[config.mk]
export PLATFORM = sky130hd
export DESIGN_NAME = dsf_framer
export DESIGN_NICKNAME = d
export VERILOG_FILES = /design/src/include/dsf_pkg.sv /design/src/hw/dsf_framer.sv
export SDC_FILE = /design/constraint.sdc
export NUM_CORES = 1
export LEC_CHECK = 0
export ABC_AREA = 0
export CAP_MARGIN = 20
export CORE_ASPECT_RATIO = 0.6
export CORE_MARGIN = 1.5
export CORE_UTILIZATION = 40
export CTS_BUF_LIST = sky130_fd_sc_hd__clkbuf_2
export DETAILED_ROUTE_END_ITERATION = 10
export DONT_BUFFER_PORTS = 1
export HOLD_SLACK_MARGIN = 0.08
export MAX_ROUTING_LAYER = met4
export SYNTH_ARGS = -nofsm -noshare
export SYNTH_HDL_FRONTEND = slang
export SYNTH_SLANG_ARGS = --single-unit
[constraint.sdc]
create_clock -name i_clock -period 8.2 [get_ports i_clock]
set_input_delay 0.41 -clock i_clock [delete_from_list [all_inputs] [get_ports i_clock]]
set_output_delay 0.41 -clock i_clock [all_outputs]
set_load 0.01 [all_outputs]
[src/include/dsf_pkg.sv]
// constants for the dual-channel serial output framer
// assumes one 40 MHz system clock; converter and direct pins arrive unsynchronised
// Function
// capture sample on sample clock rising edge
// host pulses relock high for one microsecond
// lock regained within several microseconds after relock
// four-level pin selects format and stabilizer
// per-channel power-down input, high reduces power
// serial port enable freezes all direct pins; here the relock pin still acts
// test input sends fixed pattern, msb first
// host drives alignment low in single-lane mode
// dual-lane: alignment low offsets half word
// lane count low dual, high lane one
// one bit per bit clock edge
// bit clock and frame low in power-down
// frame toggles exactly at word boundaries
// lane one words start at frame rise
// dual-lane: lane zero words start at fall
// dual alternates lanes, single uses lane one
// single-lane: lane zero held high impedance
// fourteen-bit word msb first per frame
package dsf_pkg;

  // system clock period
  localparam int unsigned CLK_PERIOD_NS   = 25;
  // worst-case relock time of the timing loop
  localparam int unsigned LOCK_TIME_NS    = 5000;
  // cycles until lock, rounded down
  localparam int unsigned LOCK_CYCLES_INT = LOCK_TIME_NS / CLK_PERIOD_NS;
  localparam logic [7:0]  LOCK_CYCLES     = 8'(LOCK_CYCLES_INT);

  // sample word layout
  localparam int unsigned WORD_W    = 14;
  localparam logic [13:0] TEST_WORD = 14'h298e;
  // bit positions inside a word
  localparam logic [3:0]  BIT_FIRST = 4'h0;
  localparam logic [3:0]  HALF_WORD = 4'h7;
  localparam logic [3:0]  BIT_LAST  = 4'hd;

  // format pin levels as delivered by the level slicer
  localparam logic [1:0]  LVL_GND        = 2'h0;
  localparam logic [1:0]  LVL_THIRD      = 2'h1;
  localparam logic [1:0]  LVL_TWO_THIRDS = 2'h2;
  localparam logic [1:0]  LVL_SUPPLY     = 2'h3;

  // register port
  localparam int unsigned ADDR_W      = 8;
  localparam logic [7:0]  ADDR_CFG    = 8'h00;
  localparam logic [7:0]  ADDR_STATUS = 8'h04;
  localparam logic [3:0]  CFG_DIV_RST = 4'h3;

  // status field positions
  localparam int unsigned ST_LOCKED = 0;
  localparam int unsigned ST_SINGLE = 1;
  localparam int unsigned ST_ALIGN  = 2;
  localparam int unsigned ST_TEST   = 3;
  localparam int unsigned ST_PD_A   = 4;
  localparam int unsigned ST_PD_B   = 5;
  localparam int unsigned ST_FMT    = 6;

endpackage

[src/hw/dsf_framer.sv]
// serial output framer and direct pin control of a dual converter
// assumes converter words stable around each sample clock rising edge
// and a bit clock much slower than the 40 MHz system clock
//
// The strobed register port and the placing of the registers were chosen for this implementation.
`timescale 1ns/100ps
module dsf_framer (
  // clock and reset
  input  wire logic        i_clock,
  input  wire logic        i_rst_n,
  // converter side, asynchronous
  input  wire logic        i_sample_clock,
  input  wire logic [13:0] i_conv_word_a,
  input  wire logic [13:0] i_conv_word_b,
  // direct control pins, asynchronous
  input  wire logic [1:0]  i_format_and_stabilizer_select,
  input  wire logic        i_powerdown_channel_a,
  input  wire logic        i_powerdown_channel_b,
  input  wire logic        i_test_mode,
  input  wire logic        i_word_alignment_select,
  input  wire logic        i_lane_count_select,
  input  wire logic        i_serial_port_enable,
  input  wire logic        i_dll_relock,
  // register port
  input  wire logic [7:0]  i_addr,
  input  wire logic [31:0] i_wdata,
  input  wire logic        i_wr_en,
  input  wire logic        i_rd_en,
  output logic      [31:0] o_rdata,
  // serial link
  output logic             o_serial_bit_clock,
  output logic             o_frame,
  output logic             o_lane_one_channel_a,
  output logic             o_lane_one_channel_b,
  output logic             o_lane_zero_channel_a,
  output logic             o_lane_zero_channel_b,
  output logic             o_lane_zero_oe_n,
  // core control
  output logic             o_duty_stabilize_en,
  output logic             o_powerdown_a,
  output logic             o_powerdown_b,
  output logic             o_dll_locked
);

  // complete module state
  typedef struct packed {
    logic        smp1;       // sample clock sync
    logic        smp2;
    logic        smp_prev;   // edge detector
    logic [13:0] cva1;       // channel a word sync
    logic [13:0] cva2;
    logic [13:0] cvb1;       // channel b word sync
    logic [13:0] cvb2;
    logic [1:0]  fmt1;       // pin syncs
    logic [1:0]  fmt2;
    logic        pda1;
    logic        pda2;
    logic        pdb1;
    logic        pdb2;
    logic        tst1;
    logic        tst2;
    logic        wam1;
    logic        wam2;
    logic        dlc1;
    logic        dlc2;
    logic        spi1;
    logic        spi2;
    logic        rel1;
    logic        rel2;
    logic        rel_prev;   // relock edge detector
    logic [1:0]  fmt;        // effective settings
    logic        pd_a;
    logic        pd_b;
    logic        test;
    logic        word_alignment_select;
    logic        lane_count_select;
    logic [7:0]  lock_cnt;   // relock countdown
    logic        locked;
    logic [3:0]  cfg_div;    // half-bit divider setting
    logic [3:0]  div_cnt;
    logic [3:0]  bit_idx;    // bit within current word
    logic        odd;        // next sample goes to lane zero
    logic [13:0] pend1_a;    // words waiting for their slot
    logic [13:0] pend0_a;
    logic [13:0] pend1_b;
    logic [13:0] pend0_b;
    logic [13:0] sh1_a;      // shift registers
    logic [13:0] sh0_a;
    logic [13:0] sh1_b;
    logic [13:0] sh0_b;
    logic        bclk;       // output flops
    logic        frame;
    logic        l1a;
    logic        l0a;
    logic        l1b;
    logic        l0b;
    logic        l0_oe_n;
    logic        stab;
    logic        pdo_a;
    logic        pdo_b;
    logic [31:0] rdata;
  } dsf_state_s;

  dsf_state_s  q;            // registered state
  dsf_state_s  d;            // next state
  logic [1:0]  rst_sync_q;   // reset release synchroniser
  logic        rst_n;        // synchronised reset
  logic        smp_edge;     // sample clock rising edge
  logic        run;          // link running
  logic        tick;         // half-bit enable
  logic [3:0]  idx_n;        // next bit index
  logic [3:0]  l0_start;     // lane zero word start
  logic [13:0] wa_fmt;       // formatted channel a word
  logic [13:0] wb_fmt;       // formatted channel b word

  // format pin: 2's complement at supply and two-thirds
  function automatic logic fmt_twos(input logic [1:0] lvl);
    fmt_twos = (lvl == dsf_pkg::LVL_SUPPLY) ||
               (lvl == dsf_pkg::LVL_TWO_THIRDS);
  endfunction

  // format pin: stabilizer at the two middle levels
  function automatic logic fmt_stab(input logic [1:0] lvl);
    fmt_stab = (lvl == dsf_pkg::LVL_THIRD) ||
               (lvl == dsf_pkg::LVL_TWO_THIRDS);
  endfunction

  // word for the link: test pattern or formatted conversion
  function automatic logic [13:0] word_out(input logic [13:0] raw,
                                           input logic [1:0]  lvl,
                                           input logic        tst);
    if (tst) begin
      word_out = dsf_pkg::TEST_WORD;
    end else if (fmt_twos(lvl)) begin
      word_out = {~raw[13], raw[12:0]};
    end else begin
      word_out = raw;
    end
  endfunction

  // one lane step: load msb of pending word or shift, msb first
  function automatic logic [14:0] lane_step(input logic [13:0] sh,
                                            input logic [13:0] pend,
                                            input logic        load);
    if (load) begin
      lane_step = {pend, 1'b0};
    end else begin
      lane_step = {sh, 1'b0};
    end
  endfunction

  // reset is released through two flops
  always_ff @(posedge i_clock or negedge i_rst_n) begin
    if (!i_rst_n) begin
      rst_sync_q <= 2'h0;
    end else begin
      rst_sync_q <= {rst_sync_q[0], 1'b1};
    end
  end
  assign rst_n = rst_sync_q[1];

  // helper terms shared by next-state logic and checks
  assign smp_edge = q.smp2 && !q.smp_prev;
  assign run      = q.locked && !(q.pd_a && q.pd_b);
  assign tick     = run && (q.div_cnt >= q.cfg_div);
  assign idx_n    = (q.bit_idx == dsf_pkg::BIT_LAST) ?
                    dsf_pkg::BIT_FIRST : q.bit_idx + 4'h1;
  // lane zero starts mid-word unless aligned
  assign l0_start = q.word_alignment_select ? dsf_pkg::BIT_FIRST : dsf_pkg::HALF_WORD;
  assign wa_fmt   = word_out(q.cva2, q.fmt, q.test);
  assign wb_fmt   = word_out(q.cvb2, q.fmt, q.test);

  // next-state logic
  always_comb begin
    d = q;
    // two-flop synchronisers on every converter and direct pin
    d.smp1     = i_sample_clock;
    d.smp2     = q.smp1;
    d.smp_prev = q.smp2;
    d.cva1     = i_conv_word_a;
    d.cva2     = q.cva1;
    d.cvb1     = i_conv_word_b;
    d.cvb2     = q.cvb1;
    d.fmt1     = i_format_and_stabilizer_select;
    d.fmt2     = q.fmt1;
    d.pda1     = i_powerdown_channel_a;
    d.pda2     = q.pda1;
    d.pdb1     = i_powerdown_channel_b;
    d.pdb2     = q.pdb1;
    d.tst1     = i_test_mode;
    d.tst2     = q.tst1;
    d.wam1     = i_word_alignment_select;
    d.wam2     = q.wam1;
    d.dlc1     = i_lane_count_select;
    d.dlc2     = q.dlc1;
    d.spi1     = i_serial_port_enable;
    d.spi2     = q.spi1;
    d.rel1     = i_dll_relock;
    d.rel2     = q.rel1;
    d.rel_prev = q.rel2;

    // direct pins other than relock take effect only with the serial port off
    if (!q.spi2) begin
      d.fmt  = q.fmt2;
      d.pd_a = q.pda2;
      d.pd_b = q.pdb2;
      d.test = q.tst2;
      d.lane_count_select  = q.dlc2;
      // alignment is ignored in single-lane mode
      d.word_alignment_select  = q.wam2 && !q.dlc2;
    end

    // relock: restart the lock countdown on the pulse rise
    if (q.rel2 && !q.rel_prev) begin
      d.lock_cnt = dsf_pkg::LOCK_CYCLES;
      d.locked   = 1'b0;
    end else if (q.lock_cnt != 8'h00) begin
      d.lock_cnt = q.lock_cnt - 8'h01;
    end else begin
      d.locked   = 1'b1;
    end

    // capture a new sample on each sample clock rise
    if (smp_edge) begin
      if (q.lane_count_select || !q.odd) begin
        d.pend1_a = wa_fmt;
        d.pend1_b = wb_fmt;
      end else begin
        d.pend0_a = wa_fmt;
        d.pend0_b = wb_fmt;
      end
      // alternate lanes only in dual-lane mode
      d.odd = q.lane_count_select ? 1'b0 : ~q.odd;
    end

    // half-bit divider and word sequencer
    if (!run) begin
      // both channels powered down or relocking: clock and frame low
      d.div_cnt = 4'h0;
      d.bit_idx = dsf_pkg::BIT_LAST;
      d.bclk    = 1'b0;
      d.frame   = 1'b0;
    end else if (tick) begin
      d.div_cnt = 4'h0;
      d.bit_idx = idx_n;
      // one bit per edge; clock high on even bits
      d.bclk    = ~idx_n[0];
      // frame high for the first half of the word
      d.frame   = idx_n < dsf_pkg::HALF_WORD;
      // channel a lanes hold last state while powered down
      if (!q.pd_a) begin
        {d.l1a, d.sh1_a} = lane_step(q.sh1_a, q.pend1_a,
                                     idx_n == dsf_pkg::BIT_FIRST);
        if (!q.lane_count_select) begin
          {d.l0a, d.sh0_a} = lane_step(q.sh0_a, q.pend0_a,
                                       idx_n == l0_start);
        end
      end
      // channel b lanes likewise
      if (!q.pd_b) begin
        {d.l1b, d.sh1_b} = lane_step(q.sh1_b, q.pend1_b,
                                     idx_n == dsf_pkg::BIT_FIRST);
        if (!q.lane_count_select) begin
          {d.l0b, d.sh0_b} = lane_step(q.sh0_b, q.pend0_b,
                                       idx_n == l0_start);
        end
      end
    end else begin
      d.div_cnt = q.div_cnt + 4'h1;
    end

    // lane zero released in single-lane mode
    d.l0_oe_n = q.lane_count_select;
    // core controls
    d.stab  = fmt_stab(q.fmt);
    d.pdo_a = q.pd_a;
    d.pdo_b = q.pd_b;

    // register writes
    if (i_wr_en) begin
      if (i_addr == dsf_pkg::ADDR_CFG) begin
        d.cfg_div = i_wdata[3:0];
      end
    end

    // register reads, data valid one cycle later only
    d.rdata = 32'h0000_0000;
    if (i_rd_en) begin
      if (i_addr == dsf_pkg::ADDR_CFG) begin
        d.rdata[3:0] = q.cfg_div;
      end else if (i_addr == dsf_pkg::ADDR_STATUS) begin
        d.rdata[dsf_pkg::ST_LOCKED]       = q.locked;
        d.rdata[dsf_pkg::ST_SINGLE]       = q.lane_count_select;
        d.rdata[dsf_pkg::ST_ALIGN]        = q.word_alignment_select;
        d.rdata[dsf_pkg::ST_TEST]         = q.test;
        d.rdata[dsf_pkg::ST_PD_A]         = q.pd_a;
        d.rdata[dsf_pkg::ST_PD_B]         = q.pd_b;
        d.rdata[dsf_pkg::ST_FMT+1 -: 2]   = q.fmt;
      end
    end
  end

  // state register
  always_ff @(posedge i_clock or negedge rst_n) begin
    if (!rst_n) begin
      q          <= '0;
      q.cfg_div  <= dsf_pkg::CFG_DIV_RST;
      q.lock_cnt <= dsf_pkg::LOCK_CYCLES;
      q.bit_idx  <= dsf_pkg::BIT_LAST;
    end else begin
      q <= d;
    end
  end

  // outputs straight from flops
  assign o_rdata               = q.rdata;
  assign o_serial_bit_clock    = q.bclk;
  assign o_frame               = q.frame;
  assign o_lane_one_channel_a  = q.l1a;
  assign o_lane_one_channel_b  = q.l1b;
  assign o_lane_zero_channel_a = q.l0a;
  assign o_lane_zero_channel_b = q.l0b;
  assign o_lane_zero_oe_n      = q.l0_oe_n;
  assign o_duty_stabilize_en   = q.stab;
  assign o_powerdown_a         = q.pdo_a;
  assign o_powerdown_b         = q.pdo_b;
  assign o_dll_locked          = q.locked;
endmodule

# After elaboration in Yosys (flattened, before gate mapping)
# Index checks and enable logic that the tools add are counted.
dict set report classes {
  add_sub_neg 3
  order_cmp 2
  n_eq_ne 8
  mux 27
  bitwise_logic 8
  n_reduce_logical 25
}
# operator n
set op_table {}
lappend op_table {{$mux 15} 4}
lappend op_table {{$mux 14} 4}
lappend op_table {{$mux 8} 4}
lappend op_table {{$mux 4} 5}
lappend op_table {{$mux 9} 1}
lappend op_table {{$add 4x1->4 const B} 2}
lappend op_table {{$eq 8x3->1 const B} 1}
lappend op_table {{$logic_not 8->1} 1}
lappend op_table {{$not 1->1} 8}
lappend op_table {{$reduce_and 4->1} 2}
lappend op_table {{$reduce_bool 8->1} 1}
lappend op_table {{$sub 8x1->8 const B} 1}
lappend op_table {{$logic_and 1x1->1} 6}
lappend op_table {{$mux 2} 3}
lappend op_table {{$mux 6} 1}
lappend op_table {{$reduce_and 2->1} 3}
lappend op_table {{$reduce_and 3->1} 2}
lappend op_table {{$logic_not 1->1} 5}
lappend op_table {{$eq 2x2->1 const B} 2}
lappend op_table {{$eq 4x3->1} 1}
lappend op_table {{$eq 4x4->1 const B} 1}
lappend op_table {{$ge 4x4->1} 1}
lappend op_table {{$logic_not 4->1} 1}
lappend op_table {{$lt 4x3->1 const B} 1}
lappend op_table {{other kinds (7)} 12}
dict set report totals {
  reg_bits 239
  inputBits 82
  output_inout_bits 43
  elab_cells 129
}

# Longest topological paths before layout
dict set report logic_depth {
  depth_word 8
  ltp_mapped 8
  mapped_depth_nobuf 6
}

# Worst setup path before layout
# OpenSTA, ideal clock, no wires.
dict set report synth_path {
  path_type {reg-to-reg}
  from {reg q[164] (netlist bit)}
  to {reg q[88] (netlist bit)}
  arrival_time_ns 2.038
  required_ns 8.075
  slack_ns 6.037
  path_stages_with_launch 8
  n_path_buf 1
  cell_sequence {dfstp_2 inv_1 ha_1 inv_1 o21a_2 nor4b_4 buf_4 mux2_2}
}
dict set report synth_via {
  elab_chain_len 3
}
# element line
set synth_lines {}
lappend synth_lines {{from (decl)} dsf_framer.sv:104} ;# dsf_state_s q;
lappend synth_lines {{$ge 4x4->1} dsf_framer.sv:165} ;# assign tick = run && (q.div_cnt >= q.cfg_div);
lappend synth_lines {{$logic_and 1x1->1} dsf_framer.sv:165}
lappend synth_lines {{$reduce_and 3->1 (no line)} --}
# No other way between the ends.
# A chain may end at the register's enable or synchronous reset.

# Worst setup path in the final report
dict set report layout_path {
  from {reg q[164] (netlist bit)}
  to {reg q, in the netlist o_lane_zero_channel_a}
}
dict set report layout_via {
  elab_chain_len 3
}
# element line
set layout_lines {}
lappend layout_lines {{$ge 4x4->1} dsf_framer.sv:165}
lappend layout_lines {{$logic_and 1x1->1} dsf_framer.sv:165}
lappend layout_lines {{$reduce_and 4->1 (no line)} --}
# No other way between the ends.

==> results.sh <==
export IMPL_critical_path_slowest_cell="sky130_fd_sc_hd__and4_1"
export IMPL_hold_slack_ns=0.176
export IMPL_critical_path_endpoint_type="register"
export IMPL_grt_pass1_wl_mm=28.0
export IMPL_routed_wire_length_per_instance_um=14.7
export IMPL_hold_path_class="input port to register"
export IMPL_synth_avg_cell_area_um2=13.4
export IMPL_seq_area_frac_synth_pct=63.5
export IMPL_route_detailed_drc=0
export IMPL_critical_path_arrival_ns=3.31
export IMPL_max_slew_margin_pct=39.6
export IMPL_cts_setup_buffers=0
export IMPL_cts_buffers_inserted=54
export IMPL_grtUsageTotal_pct=15.1
export IMPL_dieArea_mm2=0.0242
export IMPL_layout_commonest_cell="sky130_fd_sc_hd__dfrtp_1"
export IMPL_layout_area_overhead_vs_synth_pct=14.2
export IMPL_min_period_over_period_pct=32.4
export IMPL_core_rowCount=42
export IMPL_fp_dieH_um=121
export IMPL_drt_pass1_iter_count=4
export IMPL_number_of_enable_type_register_cells_in_the_synthesized_netlist=0
export IMPL_largest_net_degree_at_the_start_of_global_routing=162
export IMPL_final_min_clock_period_ns=2.66
export IMPL_cts_path_max_buffers=3
export IMPL_critPathMaxFanout=14
export IMPL_timing_critical_path_cells="inv_1 > ha_1 > inv_1 > o21ai_1 > and4_1 > mux2_2"
export IMPL_worst_path_most_repeated_cell="sky130_fd_sc_hd__inv_1"
export IMPL_worst_slew_pin_slew_ns=0.906
export IMPL_ant_nets=0
export IMPL_drt_iter0_markers=262
export IMPL_clkSlewWorstSetupHoldPaths_ns=0.10
export IMPL_ys_warnings_count=0
export IMPL_min_from="i_conv_word_b[2]"
export IMPL_numClockSinks=235
export IMPL_synth_flop_cell="sky130_fd_sc_hd__dfrtp_1"
export IMPL_cts_root_buf="sky130_fd_sc_hd__clkbuf_2"
export IMPL_drv_max_cap_violation_count=0
export IMPL_ios=125
export IMPL_ys_ff_latch=235
export IMPL_die_width_um=200
export IMPL_criticalPathCategory="register to register"
export IMPL_reg2reg_slack_ns=5.54
export IMPL_first_global_vias=5646
export IMPL_clock_latency_ns=0.81
export IMPL_tritoncts="yes"
export IMPL_setup_viol=0
export IMPL_timing_critical_path_required_ns=8.85
export IMPL_max_freq_ghz=0.376
export IMPL_power_density_mw_per_mm2=241
export IMPL_synthesis_instances=694
export IMPL_cts_htree_levels=2
export IMPL_outcome="completed"
export IMPL_maxSlewViolCount=0
export IMPL_dp_final_hpwl_mm=10.2
export IMPL_initial_core_util_pct=41.5
export IMPL_layout_drive_gt1_share_pct=26.8
export IMPL_route_final_wire_length_mm=16.6
export IMPL_critical_path_start_type="register"
export IMPL_timing_hold_worst_path_depth=1
export IMPL_final_cell_mix="226 x sky130_fd_sc_hd__dfrtp_1, 81 x sky130_fd_sc_hd__clkbuf_2, 73 x sky130_fd_sc_hd__mux2_2"
export IMPL_total_power_mw=2.55
export IMPL_ir_drop_mv=0.0967
export IMPL_fin_tns_setup_ns=0
export IMPL_reg2reg_to="o_lane_zero_channel_a"
export IMPL_unrepaired_setup_endpoints_after_global_routing="false"
export IMPL_asyncSetResetFlopFracSynth_pct=100
export IMPL_worstHoldEndpoint="d[204]"
export IMPL_hold_violations=0
export IMPL_skew_ns=0.0682
export IMPL_slowest_stage_delay_cp_ns=0.84
export IMPL_initial_antenna_violation_count=1
export IMPL_r2r_start="q[164]"
export IMPL_cellLeakagePower_nw=5.00
export IMPL_placement_io_buffers=0
export IMPL_syn_cell_area_mm2=0.00928
export IMPL_nNetsFinal=871
export IMPL_synth_cell_type_count=44
export IMPL_r2r_cells=6
export IMPL_routabilityCongestion=0.766
export IMPL_gr_total_overflow=0
export IMPL_placeableCoreArea_mm2=0.0224
export IMPL_vias_per_cell=4.70
export IMPL_routed_via_count=5297
==> sequential cells by signal, summed over array words and instances, names as in the netlist, 2 cells and up <==
name / flops
rst_sync_q: 2
d: 43
o_rdata: 8
q: 171
==> report_power, final <==
part	switching (mW)	internal, mW	total (mW)	leakage (nW)
sequential	0.113	1.34	1.46	2.93
combinational	0.161	0.174	0.335	1.69
clock	0.436	0.323	0.759	0.387
total	0.710	1.84	2.55	5.00
==> area by class of cell <==
cell class / instances / area (um2)
clock inverters: 13 / 104
diodes: 1 / 2.50
clock buffers: 81 / 405
well taps: 308 / 385
repair buffers: 69 / 726
fillers: 2009 / 11800
flip-flops and latches: 235 / 5890
inverters: 15 / 56.3
multi-input cells: 405 / 3030
==> stage by stage <==
stage,area [um2],util (%),instances,setup WS (ns)
floorplan,9370,-,717,1.18
global placement,9400,42.0,966,5.51
detailed placement,9400,42.0,966,5.46
CTS,10500,47.0,1122,5.43
global route,10600,47.4,1127,5.43
finish,10600,47.4,1127,5.54
==> logic make-up (layout without fill, tap and decap cells) <==
kind of cell	count (synthesis)	after routing	share of synthesized area, %
other	2	26	0.0809
xor gates and xnor gates	5	5	0.472
AOI/OAI and AO/OA	89	89	5.41
and+or+nand+nor	160	160	8.95
adders and majority gates	9	9	1.21
buffers and inverters	77	178	4.83
DFF	235	235	63.5
muxes	117	117	15.6
==> timing repair <==
item | CTS | global route
resized for setup | 0 | 0
endpoints found under the hold margin | 52 | 0
hold buffers | 62 | 0
==> synth_stat cells (2+ instances only) <==
library cell	instances	share of area, %
sky130_fd_sc_hd__and3_1	3	0.20
sky130_fd_sc_hd__mux2_2	73	8.9
sky130_fd_sc_hd__or3_1	2	0.13
sky130_fd_sc_hd__dfstp_2	8	2.3
sky130_fd_sc_hd__and2_1	5	0.34
sky130_fd_sc_hd__dfrtp_1	227	61
sky130_fd_sc_hd__nand2_1	70	2.8
sky130_fd_sc_hd__clkbuf_1	17	0.69
sky130_fd_sc_hd__a21oi_1	7	0.38
sky130_fd_sc_hd__nor3_1	6	0.32
sky130_fd_sc_hd__o21ai_0	64	3.5
sky130_fd_sc_hd__nand2b_1	21	1.4
sky130_fd_sc_hd__xnor2_1	4	0.38
sky130_fd_sc_hd__o211ai_1	2	0.16
sky130_fd_sc_hd__inv_1	15	0.61
sky130_fd_sc_hd__mux2i_1	5	0.54
sky130_fd_sc_hd__buf_6	2	0.24
sky130_fd_sc_hd__a21o_1	2	0.16
sky130_fd_sc_hd__or4_1	4	0.32
sky130_fd_sc_hd__nor4b_4	3	0.77
sky130_fd_sc_hd__buf_2	7	0.38
sky130_fd_sc_hd__mux2_4	36	5.8
sky130_fd_sc_hd__a22o_1	4	0.38
sky130_fd_sc_hd__o21ai_1	2	0.11
sky130_fd_sc_hd__nand3_1	6	0.32
sky130_fd_sc_hd__mux2_1	3	0.36
sky130_fd_sc_hd__nor2b_1	6	0.40
sky130_fd_sc_hd__buf_4	36	2.9
sky130_fd_sc_hd__conb_1	2	0.081
sky130_fd_sc_hd__nor4_2	2	0.27
sky130_fd_sc_hd__o31ai_1	4	0.32
sky130_fd_sc_hd__and4_1	2	0.19
sky130_fd_sc_hd__nor2_1	25	1.0
sky130_fd_sc_hd__ha_1	9	1.2
==> worst max-delay path by stage <==
stage	cells past startpoint	start	endpoint	slack [ns]
5_1_grt	6	q[164]	o_lane_zero_channel_a	5.43
3_3_place_gp	6	q[164]	q[64]	5.51
3_5_place_dp	6	q[164]	q[59]	5.46
4_1_cts	6	q[164]	q[59]	5.43
6_report	6	q[164]	o_lane_zero_channel_a	5.54
2_1_floorplan	0	rst_sync_q[1]	d[183]	1.18
==> metal layers <==
metal	routed length [um]	vias to the layer above	global-route usage (%)
li1	-	2504	-
met1	7600	2640	19.4
met2	7770	116	23.1
met3	816	37	3.75
met4	395	0	6.20
met5	0	-	-
==> critical path: cells and delay by family, from the launching register on <==
| family | cells | cell delay, ns |
|---|---|---|
| AO/OA/AOI/OAI | 1 | 0.36 |
| adder cells (fa/ha/maj) | 1 | 0.27 |
| buffers and inverters | 2 | 0.10 |
| flip-flops | 1 | 0.56 |
| multiplexers | 1 | 0.42 |
| AND/OR/NAND/NOR | 1 | 0.84 |
Note: power is estimated with default switching activity, not from simulation.
